--- config.mk ---
export PLATFORM = sky130hd
export DESIGN_NAME = sacc_device_flat
export DESIGN_NICKNAME = d
export VERILOG_FILES = /design/src/verilog/sacc_pkg.sv /design/src/verilog/sacc_if.sv /design/src/verilog/sacc_device.sv /design/src/flat_wrapper.sv
export VERILOG_INCLUDE_DIRS = /design/src /design/src/verilog
export SDC_FILE = /design/constraint.sdc
export NUM_CORES = 1
export LEC_CHECK = 0
export ABC_AREA = 1
export BUFFER_PORTS_ARGS = -buffer_cell sky130_fd_sc_hd__buf_2
export CAP_MARGIN = 20
export CORE_MARGIN = 8
export CORE_UTILIZATION = 40
export DETAILED_ROUTE_END_ITERATION = 10
export PLACE_DENSITY_LB_ADDON = 0.3
export SYNTH_ARGS = -nofsm -noshare
export SYNTH_HDL_FRONTEND = slang
export SYNTH_SLANG_ARGS = --single-unit
--- constraint.sdc ---
create_clock -name i_clk -period 1.65 [get_ports i_clk]
set_input_delay 0.0825 -clock i_clk [delete_from_list [all_inputs] [get_ports i_clk]]
set_output_delay 0.0825 -clock i_clk [all_outputs]
set_load 0.005 [all_outputs]
--- src/verilog/sacc_consts.svh ---
/*
  timing counts and code constants of the converter control pair.
  assumes a 20 MHz clock; included by its bare name.
*/
`ifndef SACC_CONSTS_SVH
`define SACC_CONSTS_SVH
`define SACC_CLK_NS 50
`define SACC_ACQ_NS 400
`define SACC_ACQ_CYC ((`SACC_ACQ_NS + `SACC_CLK_NS - 1) / `SACC_CLK_NS)
`define SACC_CONV_NS 1500
`define SACC_CONV_CYC (`SACC_CONV_NS / `SACC_CLK_NS)
`define SACC_LATCH_CYC 1
`define SACC_MIDSCALE 16'h8000
`define SACC_REG_CTRL 2'h0
`define SACC_REG_STAT 2'h1
`define SACC_REG_MASK 2'h2
`define SACC_REG_DATA 2'h3
`define SACC_CTRL_START 0
`define SACC_CTRL_SLEEP 1
`define SACC_CTRL_REFOFF 2
`define SACC_CTRL_BUFOFF 3
`define SACC_CTRL_CODE 4
`define SACC_CTRL_RESET 5
`define SACC_EV_READY 0
`define SACC_EV_ABORT 1
`endif

--- src/verilog/sacc_pkg.sv ---
/*
  types shared by the converter control pair.
  assumes nothing beyond the constants header.
*/
package sacc_pkg;
  typedef logic [15:0] sacc_word_t;
  typedef enum logic [4:0] {
    SACC_ACQ = 5'b00001,
    SACC_WAIT_HI = 5'b00010,
    SACC_WAIT_FALL = 5'b00100,
    SACC_CONV = 5'b01000,
    SACC_SLEEP = 5'b10000
  } sacc_state_t;
endpackage

--- src/verilog/sacc_if.sv ---
/*
  pin bundle between converter control and its host.
  assumes both ends share i_clk; the data bus drive is one active-low enable, data_oe_n.
*/
`timescale 1ns/10ps
interface sacc_if;
  logic conversion_start_n;
  logic busy;
  logic reset;
  logic sleep_request;
  logic internal_ref_off;
  logic ref_buffer_off;
  logic output_code_select;
  logic cs_n;
  logic rd_n;
  logic sclk;
  logic [15:0] data;
  logic data_oe_n;
  modport device (
    input conversion_start_n, reset, sleep_request, internal_ref_off,
    input ref_buffer_off, output_code_select, cs_n, rd_n, sclk,
    output busy, data, data_oe_n
  );
  modport host (
    output conversion_start_n, reset, sleep_request, internal_ref_off,
    output ref_buffer_off, output_code_select, cs_n, rd_n, sclk,
    input busy, data, data_oe_n
  );
endinterface

--- src/verilog/sacc_device.sv ---
/*
  converter control end: acquisition timing, start modes, busy, read gating.
  assumes pins arrive asynchronously and pass two flip-flops here; the
  successive-approximation result comes from i_sample.
*/
// Local design decisions: the strobed register port and the register addresses.
// Overview of operation
// - busy high from start until result latched
// - host takes busy fall as ready
// - drivers enabled only with select and read low
// - serial clock ignored while select high
// - reset aborts conversion, no result
// - sleep finishes current conversion, then blocks
// - start high at acquire end: convert on fall
// - start low at acquire end: convert at once
// - reference off low keeps reference on
// - reference off high powers reference down
// - buffer off select switches reference buffer
// - result straight binary or twos complement
`timescale 1ns/10ps
`include "sacc_consts.svh"
module sacc_device (
  // clock and reset
  input wire logic i_clk,
  input wire logic i_rst_n,
  // analog result
  input wire sacc_pkg::sacc_word_t i_sample,
  // pins
  sacc_if.device pins,
  // analog controls and status
  output logic o_ref_enable,
  output logic o_buf_enable,
  output logic o_hold,
  output logic o_sleeping,
  output logic [15:0] o_sclk_count
);
  import sacc_pkg::*;
  //////////////////////////////////////////////////////////////////////
  // two-flop synchronisers
  localparam int NS = 9;
  logic [NS-1:0] raw;
  logic [NS-1:0] s1_q;
  logic [NS-1:0] s2_q;
  assign raw = {pins.conversion_start_n, pins.reset, pins.sleep_request,
                pins.internal_ref_off, pins.ref_buffer_off,
                pins.output_code_select, pins.cs_n, pins.rd_n, pins.sclk};
  always_ff @(posedge i_clk or negedge i_rst_n) begin
    if (!i_rst_n) begin
      s1_q <= 9'h106;
      s2_q <= 9'h106;
    end else begin
      s1_q <= raw;
      s2_q <= s1_q;
    end
  end
  logic cnv_n;
  logic rst_pin;
  logic sleep_req;
  logic ref_off;
  logic buf_off;
  logic code_sb;
  logic cs_n;
  logic rd_n;
  logic sclk;
  assign {cnv_n, rst_pin, sleep_req, ref_off, buf_off, code_sb, cs_n, rd_n, sclk} = s2_q;
  //////////////////////////////////////////////////////////////////////
  // conversion sequencer
  sacc_state_t st_q, st_d;
  logic [7:0] cnt_q, cnt_d;
  logic cnv_prev_q, cnv_prev_d;
  sacc_word_t res_q, res_d;
  logic busy_q, busy_d;
  always_comb begin
    st_d = st_q;
    cnt_d = cnt_q;
    res_d = res_q;
    busy_d = busy_q;
    cnv_prev_d = cnv_n;
    if (rst_pin) begin
      st_d = SACC_ACQ;
      cnt_d = 8'h00;
      busy_d = 1'b0;
    end else begin
      unique case (st_q)
        SACC_ACQ: begin
          if (cnt_q >= 8'(`SACC_ACQ_CYC - 1)) begin
            cnt_d = 8'h00;
            if (sleep_req) begin
              st_d = SACC_SLEEP;
            end else if (cnv_n) begin
              st_d = SACC_WAIT_FALL;
            end else begin
              st_d = SACC_CONV;
              busy_d = 1'b1;
            end
          end else begin
            cnt_d = cnt_q + 8'h01;
          end
        end
        SACC_WAIT_HI: begin
          st_d = SACC_WAIT_FALL;
        end
        SACC_WAIT_FALL: begin
          if (sleep_req) begin
            st_d = SACC_SLEEP;
          end else if (cnv_prev_q && !cnv_n) begin
            st_d = SACC_CONV;
            busy_d = 1'b1;
          end
        end
        SACC_CONV: begin
          if (cnt_q >= 8'(`SACC_CONV_CYC + `SACC_LATCH_CYC - 1)) begin
            cnt_d = 8'h00;
            res_d = code_sb ? i_sample : (i_sample ^ `SACC_MIDSCALE);
            busy_d = 1'b0;
            st_d = SACC_ACQ;
          end else begin
            cnt_d = cnt_q + 8'h01;
          end
        end
        SACC_SLEEP: begin
          if (!sleep_req) begin
            st_d = SACC_ACQ;
            cnt_d = 8'h00;
          end
        end
        default: begin
          st_d = SACC_ACQ;
        end
      endcase
    end
  end
  always_ff @(posedge i_clk or negedge i_rst_n) begin
    if (!i_rst_n) begin
      st_q <= SACC_ACQ;
      cnt_q <= 8'h00;
      res_q <= 16'h0000;
      busy_q <= 1'b0;
      cnv_prev_q <= 1'b1;
    end else begin
      st_q <= st_d;
      cnt_q <= cnt_d;
      res_q <= res_d;
      busy_q <= busy_d;
      cnv_prev_q <= cnv_prev_d;
    end
  end
  //////////////////////////////////////////////////////////////////////
  // read gating and gated serial clock edge count
  logic oe_n_q, oe_n_d;
  logic sclk_prev_q, sclk_prev_d;
  logic [15:0] sck_q, sck_d;
  always_comb begin
    oe_n_d = !(!cs_n && !rd_n);
    sclk_prev_d = sclk;
    sck_d = sck_q;
    if (cs_n) begin
      sck_d = 16'h0000;
    end else if (sclk && !sclk_prev_q) begin
      sck_d = sck_q + 16'h0001;
    end
  end
  always_ff @(posedge i_clk or negedge i_rst_n) begin
    if (!i_rst_n) begin
      oe_n_q <= 1'b1;
      sclk_prev_q <= 1'b0;
      sck_q <= 16'h0000;
    end else begin
      oe_n_q <= oe_n_d;
      sclk_prev_q <= sclk_prev_d;
      sck_q <= sck_d;
    end
  end
  assign pins.busy = busy_q;
  assign pins.data = res_q;
  assign pins.data_oe_n = oe_n_q;
  assign o_ref_enable = !ref_off;
  assign o_buf_enable = !buf_off;
  assign o_hold = (st_q == SACC_CONV);
  assign o_sleeping = (st_q == SACC_SLEEP);
  assign o_sclk_count = sck_q;
endmodule

--- src/flat_wrapper.sv ---
// flat-port wrapper written by rule: the top's interface ports become plain ports
module sacc_device_flat import sacc_pkg::*;
  (i_clk, i_rst_n, i_sample, o_ref_enable, o_buf_enable, o_hold, o_sleeping, o_sclk_count, pins_conversion_start_n, pins_reset, pins_sleep_request, pins_internal_ref_off, pins_ref_buffer_off, pins_output_code_select, pins_cs_n, pins_rd_n, pins_sclk, pins_busy, pins_data, pins_data_oe_n);
  sacc_if pins_i ();
  input wire logic i_clk;
  input wire logic i_rst_n;
  input wire sacc_pkg::sacc_word_t i_sample;
  output logic o_ref_enable;
  output logic o_buf_enable;
  output logic o_hold;
  output logic o_sleeping;
  output logic [15:0] o_sclk_count;
  input wire logic [$bits(pins_i.conversion_start_n)-1:0] pins_conversion_start_n;
  input wire logic [$bits(pins_i.reset)-1:0] pins_reset;
  input wire logic [$bits(pins_i.sleep_request)-1:0] pins_sleep_request;
  input wire logic [$bits(pins_i.internal_ref_off)-1:0] pins_internal_ref_off;
  input wire logic [$bits(pins_i.ref_buffer_off)-1:0] pins_ref_buffer_off;
  input wire logic [$bits(pins_i.output_code_select)-1:0] pins_output_code_select;
  input wire logic [$bits(pins_i.cs_n)-1:0] pins_cs_n;
  input wire logic [$bits(pins_i.rd_n)-1:0] pins_rd_n;
  input wire logic [$bits(pins_i.sclk)-1:0] pins_sclk;
  output wire logic [$bits(pins_i.busy)-1:0] pins_busy;
  output wire logic [$bits(pins_i.data)-1:0] pins_data;
  output wire logic [$bits(pins_i.data_oe_n)-1:0] pins_data_oe_n;
  assign pins_i.conversion_start_n = pins_conversion_start_n;
  assign pins_i.reset = pins_reset;
  assign pins_i.sleep_request = pins_sleep_request;
  assign pins_i.internal_ref_off = pins_internal_ref_off;
  assign pins_i.ref_buffer_off = pins_ref_buffer_off;
  assign pins_i.output_code_select = pins_output_code_select;
  assign pins_i.cs_n = pins_cs_n;
  assign pins_i.rd_n = pins_rd_n;
  assign pins_i.sclk = pins_sclk;
  assign pins_busy = pins_i.busy;
  assign pins_data = pins_i.data;
  assign pins_data_oe_n = pins_i.data_oe_n;
  sacc_device u_core (.i_clk(i_clk), .i_rst_n(i_rst_n), .i_sample(i_sample), .pins(pins_i), .o_ref_enable(o_ref_enable), .o_buf_enable(o_buf_enable), .o_hold(o_hold), .o_sleeping(o_sleeping), .o_sclk_count(o_sclk_count));
endmodule
==> metrics.csv, run 1 <==
metric,value,unit
status,completed,
routed_wl,6.59,mm
timing.final.max_slew_violations,0,
wl_per_cell,12.1,µm
htreeDepth,3,
synthCells,342,
cts_max_path_buffers,2,
cts_tree,done,
synth_most_common_cell,nand2_1,
core,0.00765,mm²
gr-max-usage-layer,met2,
synth_nets,372,
power_switching,1.09,mW
post_dp_cell_area,0.00356,mm²
required,1.90,ns
cts-root-buf,clkbuf_8,
maxCapViolCount,0,
die_x,104,µm
setup_violations,0,
synthTopCellsByCount,"71 x nand2_1, 57 x dfrtp_1, 49 x inv_1, 49 x nor2_1, 20 x o21ai_2",
gp_congestion,0.821,
register_area,0.00166,mm²
fin_skew,0.0109,ns
nets,470,
clk_pin_slew,0.07,ns
relSlewSlack,72.0,%
grt_pass1_wl,11.6,mm
p_leak,1.98,nW
cts_buffers,9,
insertion_delay,0.33,ns
area_delta_synth_final,28.7,%
synth_area_leaders,"dfrtp_1 46%, nand2_1 8.5%, dfstp_2 7.6%",
cts_sinks,66,
yosys.area.top_type,dfrtp_1,
grt_use_total,12.8,%
antenna_found_initial,0,
initial_core_util,40.8,%
async_flop_share,100,%
fmax,653,MHz
p_clk_share,34.8,%
num_rows,32,
cp_max_fo,16,
synth-edff-count,0,
start_kind,flop,
antenna_cells,0,
p_seq_share,46.5,%
final_layout_size_suffix_gt1_share,32.6,%
ys_ff_latch,66,
period_needed,1.53,ns
path_class,flop to flop,
worst_pin_slew,0.420,ns
grt-ovfl-total,0,
fillers,688,
tns,0,ns
period_share,92.8,%
end_kind,flop,
fin_cells,547,
vias,2471,
drtAntennaViolNets,0,
grt_max_degree,67,
synth_area_per_cell,9.13,µm²
irDropWorstVdd,0.563,mV
yosysUniqueCellTypes,36,
dpl.cell_count,506,
numPortBuffers,64,
min_path_type,input port to flop,
drt_iter0_markers,81,
p_per_area,967,mW/mm²
utilization,52.6,%
drc_errors,0,
die_y,104,µm
dieArea,0.0109,mm²
synth_area,0.00312,mm²
rsz0062_at_grt,false,
synth_top_area_share,45.7,%
final_hold_viol_count,0,
seq_area_frac_synth,53.2,%
postLayoutCellArea,0.00402,mm²
yosys_warnings,0,
grt_pass1_vias,2478,
cp_data_arrival_time,1.78,ns
multi_input_area,0.00123,mm²
io_pins,65,
dr.pass1.iters,4,
power_frac_comb,18.7,%
grt_use_met3,4.89,%
finalPower,3.89,mW
via_per_inst,4.52,
synthFlopType,dfrtp_1,
internal-power,2.80,mW
grtUsageMet2,19.4,%
dp_hpwl,4.59,mm
gr-usage-met1,16.1,%
swShare,28.1,%
-- registers in the layout, summed over array words and instances (netlist names) --
| name | flops |
|---|---|
| u_core.pins.busy | 1 |
| u_core.s1_q | 9 |
| u_core.cnv_prev_q | 1 |
| u_core.sclk_prev_q | 1 |
| u_core.o_sclk_count | 16 |
| u_core.s2_q | 9 |
| u_core.pins.data_oe_n | 1 |
| u_core.cnt_q | 8 |
| u_core.pins.data | 16 |
| u_core.st_q | 4 |
-- worst max-delay path: stages (launching register included) --
cell and delay (ns):
dfrtp_1 0.42, inv_1 0.10, ha_1 0.14, inv_1 0.03, nand2_1 0.04, nand2_1 0.10, nand2_4 0.14, nand3_4 0.25
o21ai_2 0.21
-- layout by cell type (no fill, tap or decap), types with 2 or more instances in the layout --
master	count
a21oi_1	8
nor3_1	3
nor2_4	4
ha_1	3
nand2_4	4
inv_2	6
nor2_8	2
dlygate4sd3_1	24
nand3_2	4
dfstp_2	9
clkbuf_8	11
dfrtp_1	57
o21ai_2	20
o22ai_2	2
nand3_4	2
nor2_1	49
o21ai_0	8
buf_2	64
nand2_1	71
nand3_1	14
nand2_2	6
nand4_1	3
nor2_2	2
inv_1	49
clkbuf_1	3
-- power groups by stage --
stage               Clock, mW  Sequential (mW)  Combinational (mW)
floorplan                   0             1.82               0.513
global placement            0             1.83               0.676
detailed placement          0             1.84               0.690
CTS                      1.40             1.81               0.737
global route             1.47             1.82               0.818
finish                   1.35             1.81               0.728
-- stage by stage --
step	hold slack, ns	setup slack (ns)
after global placement	0.128	0.0529
after floorplan	-0.213	0.307
final	0.0204	0.120
after global routing	0.0246	0.00863
after detailed placement	0.131	-0.0178
after CTS	0.0130	0.124
-- cell type report --
| type | count | area share (%) |
|---|---|---|
| timing repair buffer | 90 | 14.6 |
| inverter | 56 | 5.29 |
| clock inverter | 2 | 0.934 |
| tap | 102 | 3.18 |
| clock buffer | 14 | 4.05 |
| multi-input combinational | 217 | 30.5 |
| sequential | 66 | 41.4 |
-- cell families (layout without fill, tap and decap cells) --
logic type               count (synthesis)  in the layout  synth area share [%]
AND/OR/NAND/NOR                        166            167                  26.2
AO/OA/AOI/OAI                           45             45                  10.7
XOR/XNOR                                 2              2                 0.561
adder cells (fa/ha/maj)                  3              3                  1.20
buffers and inverters                   60            162                  8.01
flip-flops                              66             66                  53.2
-- path summary, 6_finish.rpt --
| kind | cells past startpoint | slack, ns | start | end |
|---|---|---|---|---|
| setup / recovery | 8 | 0.12 | u_core.cnt_q[0] | u_core.pins.data[14] |
| hold / removal | 3 | 0.02 | i_sample[0] | u_core.pins.data[0] |
| setup reg to reg | 8 | 0.12 | u_core.cnt_q[0] | u_core.pins.data[14] |
| hold reg to reg | 0 | 0.35 | u_core.s1_q[6] | u_core.s2_q[6] |
| max in group asynchronous | 3 | 1.02 | i_rst_n | u_core.st_q[0] |
| min in group asynchronous | 3 | 0.28 | i_rst_n | u_core.o_sclk_count[13] |
-- layer usage --
metal | vias to the layer above | wire length (µm) | part of all wire [%]
met1 | 1161 | 3090 | 47
met3 | 4 | 387 | 5.9
li1 | 1260 | - | -
met4 | 0 | 44 | 0.67
met2 | 46 | 3070 | 47
met5 | - | 0 | 0
-- repair_timing --
item                                    CTS  global route
gates resized for setup                   1             0
endpoints found under the setup margin   16             0
hold endpoints to repair                 80             0
setup buffers                             0             0
hold buffers                             24             0
Note: power is estimated with default switching activity, not from simulation.
==> run 2, diff against run 1 <==
CORE_MARGIN = unset   (was 8)
SKIP_CTS_REPAIR_TIMING = 1   (was unset)
==> metrics.csv, run 2 (synthesis gave the netlist of run 1 again) <==
metric,value,unit
status,"finished, violations left",
violations,hold timing,
final_layout_size_suffix_gt1_share,33.6,%
cp_data_arrival_time,1.72,ns
die_x,90.4,µm
cts_buffers,9,
cts_sinks,66,
drtAntennaViolNets,0,
die_y,90.4,µm
power_switching,1.17,mW
path_class,flop to flop,
reg2reg_depth,10,
hold_start,i_sample[0],
rsz0062_at_grt,false,
num_rows,31,
p_leak,2.00,nW
grt_use_total,16.6,%
grt-ovfl-total,0,
most-common-layout-cells,"71 x nand2_1, 64 x buf_2, 57 x dfrtp_1",
routed_wl,6.41,mm
timing.final.max_slew_violations,0,
nets,471,
relSlewSlack,72.0,%
cts_max_path_buffers,2,
dieArea,0.00816,mm²
grt_pass1_vias,2327,
wl_per_cell,11.8,µm
internal-power,2.87,mW
grt_pass1_wl,10.7,mm
p_clk_share,37.3,%
preCtsSetupSlack,-0.0250,ns
fillers,689,
required,1.88,ns
dr.pass1.iters,4,
fin_ws,0.160,ns
core,0.00741,mm²
irDropWorstVdd,0.547,mV
period_share,90.3,%
maxCapViolCount,0,
dp_hpwl,4.27,mm
fmax,671,MHz
end_kind,flop,
antenna_found_initial,0,
critPathBufInv,2,
holdPathStages,3,
hold_slack,-0.0227,ns
period_needed,1.49,ns
final_hold_viol_count,1,
area_delta_synth_final,30.0,%
cp_max_fo,6,
gp_congestion,0.819,
fin_skew,0.0161,ns
cp_cell_sequence,"inv_1, ha_1, inv_1, nand2_1, nand2_1, nand2_4, nor2_4, nor2_8, nand3_2, o21ai_1",
vias,2509,
r2r_start,u_core.cnt_q[0],
worst-path-stages,10,
layout_commonest_cell,nand2_1,
cts-root-buf,clkbuf_8,
multi_input_area,0.00123,mm²
clk_pin_slew,0.08,ns
swShare,29.0,%
drt_iter0_markers,77,
tns,0,ns
critPathSlowestCell,dfrtp_1,
p_seq_share,44.6,%
grt_max_degree,67,
utilization,54.8,%
cpPeakStageDelay,0.40,ns
antenna_cells,0,
via_per_inst,4.60,
start_kind,flop,
initial_core_util,42.2,%
finalPower,4.04,mW
crit_start,u_core.cnt_q[0],
io_pins,65,
crit_family,simple AND/OR/NAND/NOR gates,
min_path_type,input port to flop,
insertion_delay,0.35,ns
setup_violations,0,
cts_tree,done,
numPortBuffers,64,
p_per_area,996,mW/mm²
worst_pin_slew,0.419,ns
htreeDepth,3,
register_area,0.00166,mm²
power_frac_comb,18.1,%
drc_errors,0,
[run 2: tightest hold or removal path: stages]
cell and delay (ns):
buf_2 0.09, inv_1 0.05, o21ai_2 0.05
[run 2: power by group through the flow]
stage                     clock network [mW]  registers (mW)  logic [mW]
final                                   1.51            1.80       0.733
after global routing                    1.61            1.82       0.828
after CTS                               1.54            1.80       0.697
after detailed placement                   0            1.83       0.694
after global placement                     0            1.83       0.678
after floorplan                            0            1.82       0.513
[run 2: routing by layer]
metal  part of all wire [%]  vias up  GRT usage (%)
li1                       -     1267              -
met1                     48     1182           21.8
met2                     47       47           25.0
met3                    3.2       13           4.29
met4                    2.6        0           8.87
met5                      0        -              0
[run 2: cell type report]
cell class | count | area share [%]
Clock buffer | 10 | 3.14
Clock inverter | 6 | 2.22
Inverter | 56 | 5.24
Multi-Input combinational cell | 217 | 30.4
Sequential cell | 66 | 41.0
Tap cell | 99 | 3.05
Timing Repair Buffer | 91 | 15.0
[run 2: path summary, 6_finish.rpt]
check | to | slack [ns]
setup reg to reg | u_core.st_q[3] | 0.16
hold / removal | u_core.pins.data[0] | -0.02
hold reg to reg | u_core.s2_q[7] | 0.34
max in group asynchronous | u_core.cnv_prev_q | 1.04
setup / recovery | u_core.st_q[3] | 0.16
min in group asynchronous | u_core.o_sclk_count[15] | 0.24
[run 2: metrics by stage]
step,cells,area (µm²)
2_1_floorplan,342,3120
3_3_place_gp,503,3560
3_5_place_dp,503,3560
4_1_cts,519,3770
5_1_grt,545,4060
6_report,545,4060
==> run 3, diff against run 2 <==
SETUP_SLACK_MARGIN = 0.2   (was unset)
==> metrics.csv, run 3 (synthesis gave the netlist of run 1 again) <==
metric,value,unit
status,"finished, violations left",
violations,hold timing,
gp_congestion,0.819,
min_path_type,input port to flop,
rsz0062_at_grt,true,
critPathSlowestCell,dfrtp_1,
vias,2651,
end_kind,flop,
internal-power,2.94,mW
maxCapViolCount,0,
p_clk_share,36.0,%
grt_pass1_vias,2327,
p_per_area,972,mW/mm²
fin_ws,0.153,ns
io_pins,65,
cts_tree,done,
dp_hpwl,4.27,mm
grt-ovfl-total,0,
required,1.92,ns
power_switching,1.25,mW
nets,488,
cts_max_path_buffers,2,
cp_cell_sequence,"inv_2, ha_4, inv_2, nand2_2, nand2_2, nand2_4, buf_12, nand3_4, clkbuf_16, o21ai_2",
drt_iter0_markers,76,
grt_pass1_wl,10.7,mm
cts_buffers,9,
p_leak,2.11,nW
antenna_found_initial,0,
final_layout_size_suffix_gt1_share,41.3,%
drc_errors,0,
wl_per_cell,12.4,µm
insertion_delay,0.35,ns
clk_pin_slew,0.07,ns
drtAntennaViolNets,0,
tns,0,ns
worst_pin_slew,0.432,ns
holdPathStages,3,
fin_skew,0.0158,ns
num_rows,31,
final_hold_viol_count,1,
utilization,58.3,%
relSlewSlack,71.2,%
core,0.00741,mm²
htreeDepth,3,
initial_core_util,42.2,%
cts-root-buf,clkbuf_8,
area_delta_synth_final,38.3,%
cp_data_arrival_time,1.77,ns
die_y,90.4,µm
fmax,668,MHz
routed_wl,6.96,mm
path_class,flop to flop,
dr.pass1.iters,4,
die_x,90.4,µm
grt_use_total,16.6,%
layout_commonest_cell,nand2_1,
irDropWorstVdd,0.546,mV
dieArea,0.00816,mm²
finalPower,4.20,mW
p_seq_share,43.2,%
most-common-layout-cells,"66 x nand2_1, 64 x buf_2, 56 x dfrtp_1",
antenna_cells,0,
preCtsSetupSlack,-0.0250,ns
multi_input_area,0.00134,mm²
fillers,647,
setup_violations,0,
fin_cells,562,
period_share,90.7,%
postLayoutCellArea,0.00432,mm²
timing.final.max_slew_violations,0,
start_kind,flop,
swShare,29.9,%
dpl.cell_count,503,
power_frac_comb,20.7,%
grt_max_degree,67,
cts_sinks,66,
numPortBuffers,64,
via_per_inst,4.72,
post_dp_cell_area,0.00356,mm²
reg2reg_depth,10,
cpPeakStageDelay,0.42,ns
hold_slack,-0.0244,ns
register_area,0.00166,mm²
cp_max_fo,8,
period_needed,1.50,ns
## run 3: changes by cell type in the layout (fill, tap and decap cells not counted), sizes merged
cell	previous run	this run
inv	57	56
buf	67	82
clkinv	2	3
nand3	20	21
clkbuf	10	11
## run 3: routing by layer
metal  vias up  part of all wire [%]  track usage (%)
met5         -                     0                0
met4         0                   2.9             8.87
met3        17                   4.6             4.29
met2        83                    46             25.0
met1      1250                    46             21.8
li1       1301                     -                -
## run 3: power by group through the flow
stage / combinational, mW / sequential [mW] / clock [mW]
CTS: 0.697 / 1.80 / 1.54
floorplan: 0.513 / 1.82 / 0
global route: 0.967 / 1.83 / 1.62
global placement: 0.678 / 1.83 / 0
finish: 0.869 / 1.81 / 1.51
detailed placement: 0.694 / 1.83 / 0
## run 3: critical path, delay by kind of cell, from the launching register on
kind                       cells  cell delay (ns)
buffers and inverters          4             0.43
DFF                            1             0.42
and+or+nand+nor                4             0.34
adders and majority gates      1             0.12
AOI/OAI and AO/OA              1             0.11
## run 3: layout make-up
cell class / count / area share (%)
clock buffer: 10 / 2.96
clock inverter: 6 / 2.09
inverter: 56 / 5.04
multi-input combinational: 218 / 30.9
sequential: 66 / 38.5
tap: 99 / 2.87
timing repair buffer: 107 / 17.6
## run 3: final timing paths
check                                 from                      end  slack [ns]
setup reg to reg           u_core.cnt_q[0]     u_core.pins.data[14]        0.15
min in group asynchronous          i_rst_n  u_core.o_sclk_count[14]        0.25
setup / recovery           u_core.cnt_q[0]     u_core.pins.data[14]        0.15
hold / removal                 i_sample[0]      u_core.pins.data[0]       -0.02
max in group asynchronous          i_rst_n        u_core.cnv_prev_q        1.04
hold reg to reg             u_core.s1_q[7]           u_core.s2_q[7]        0.35
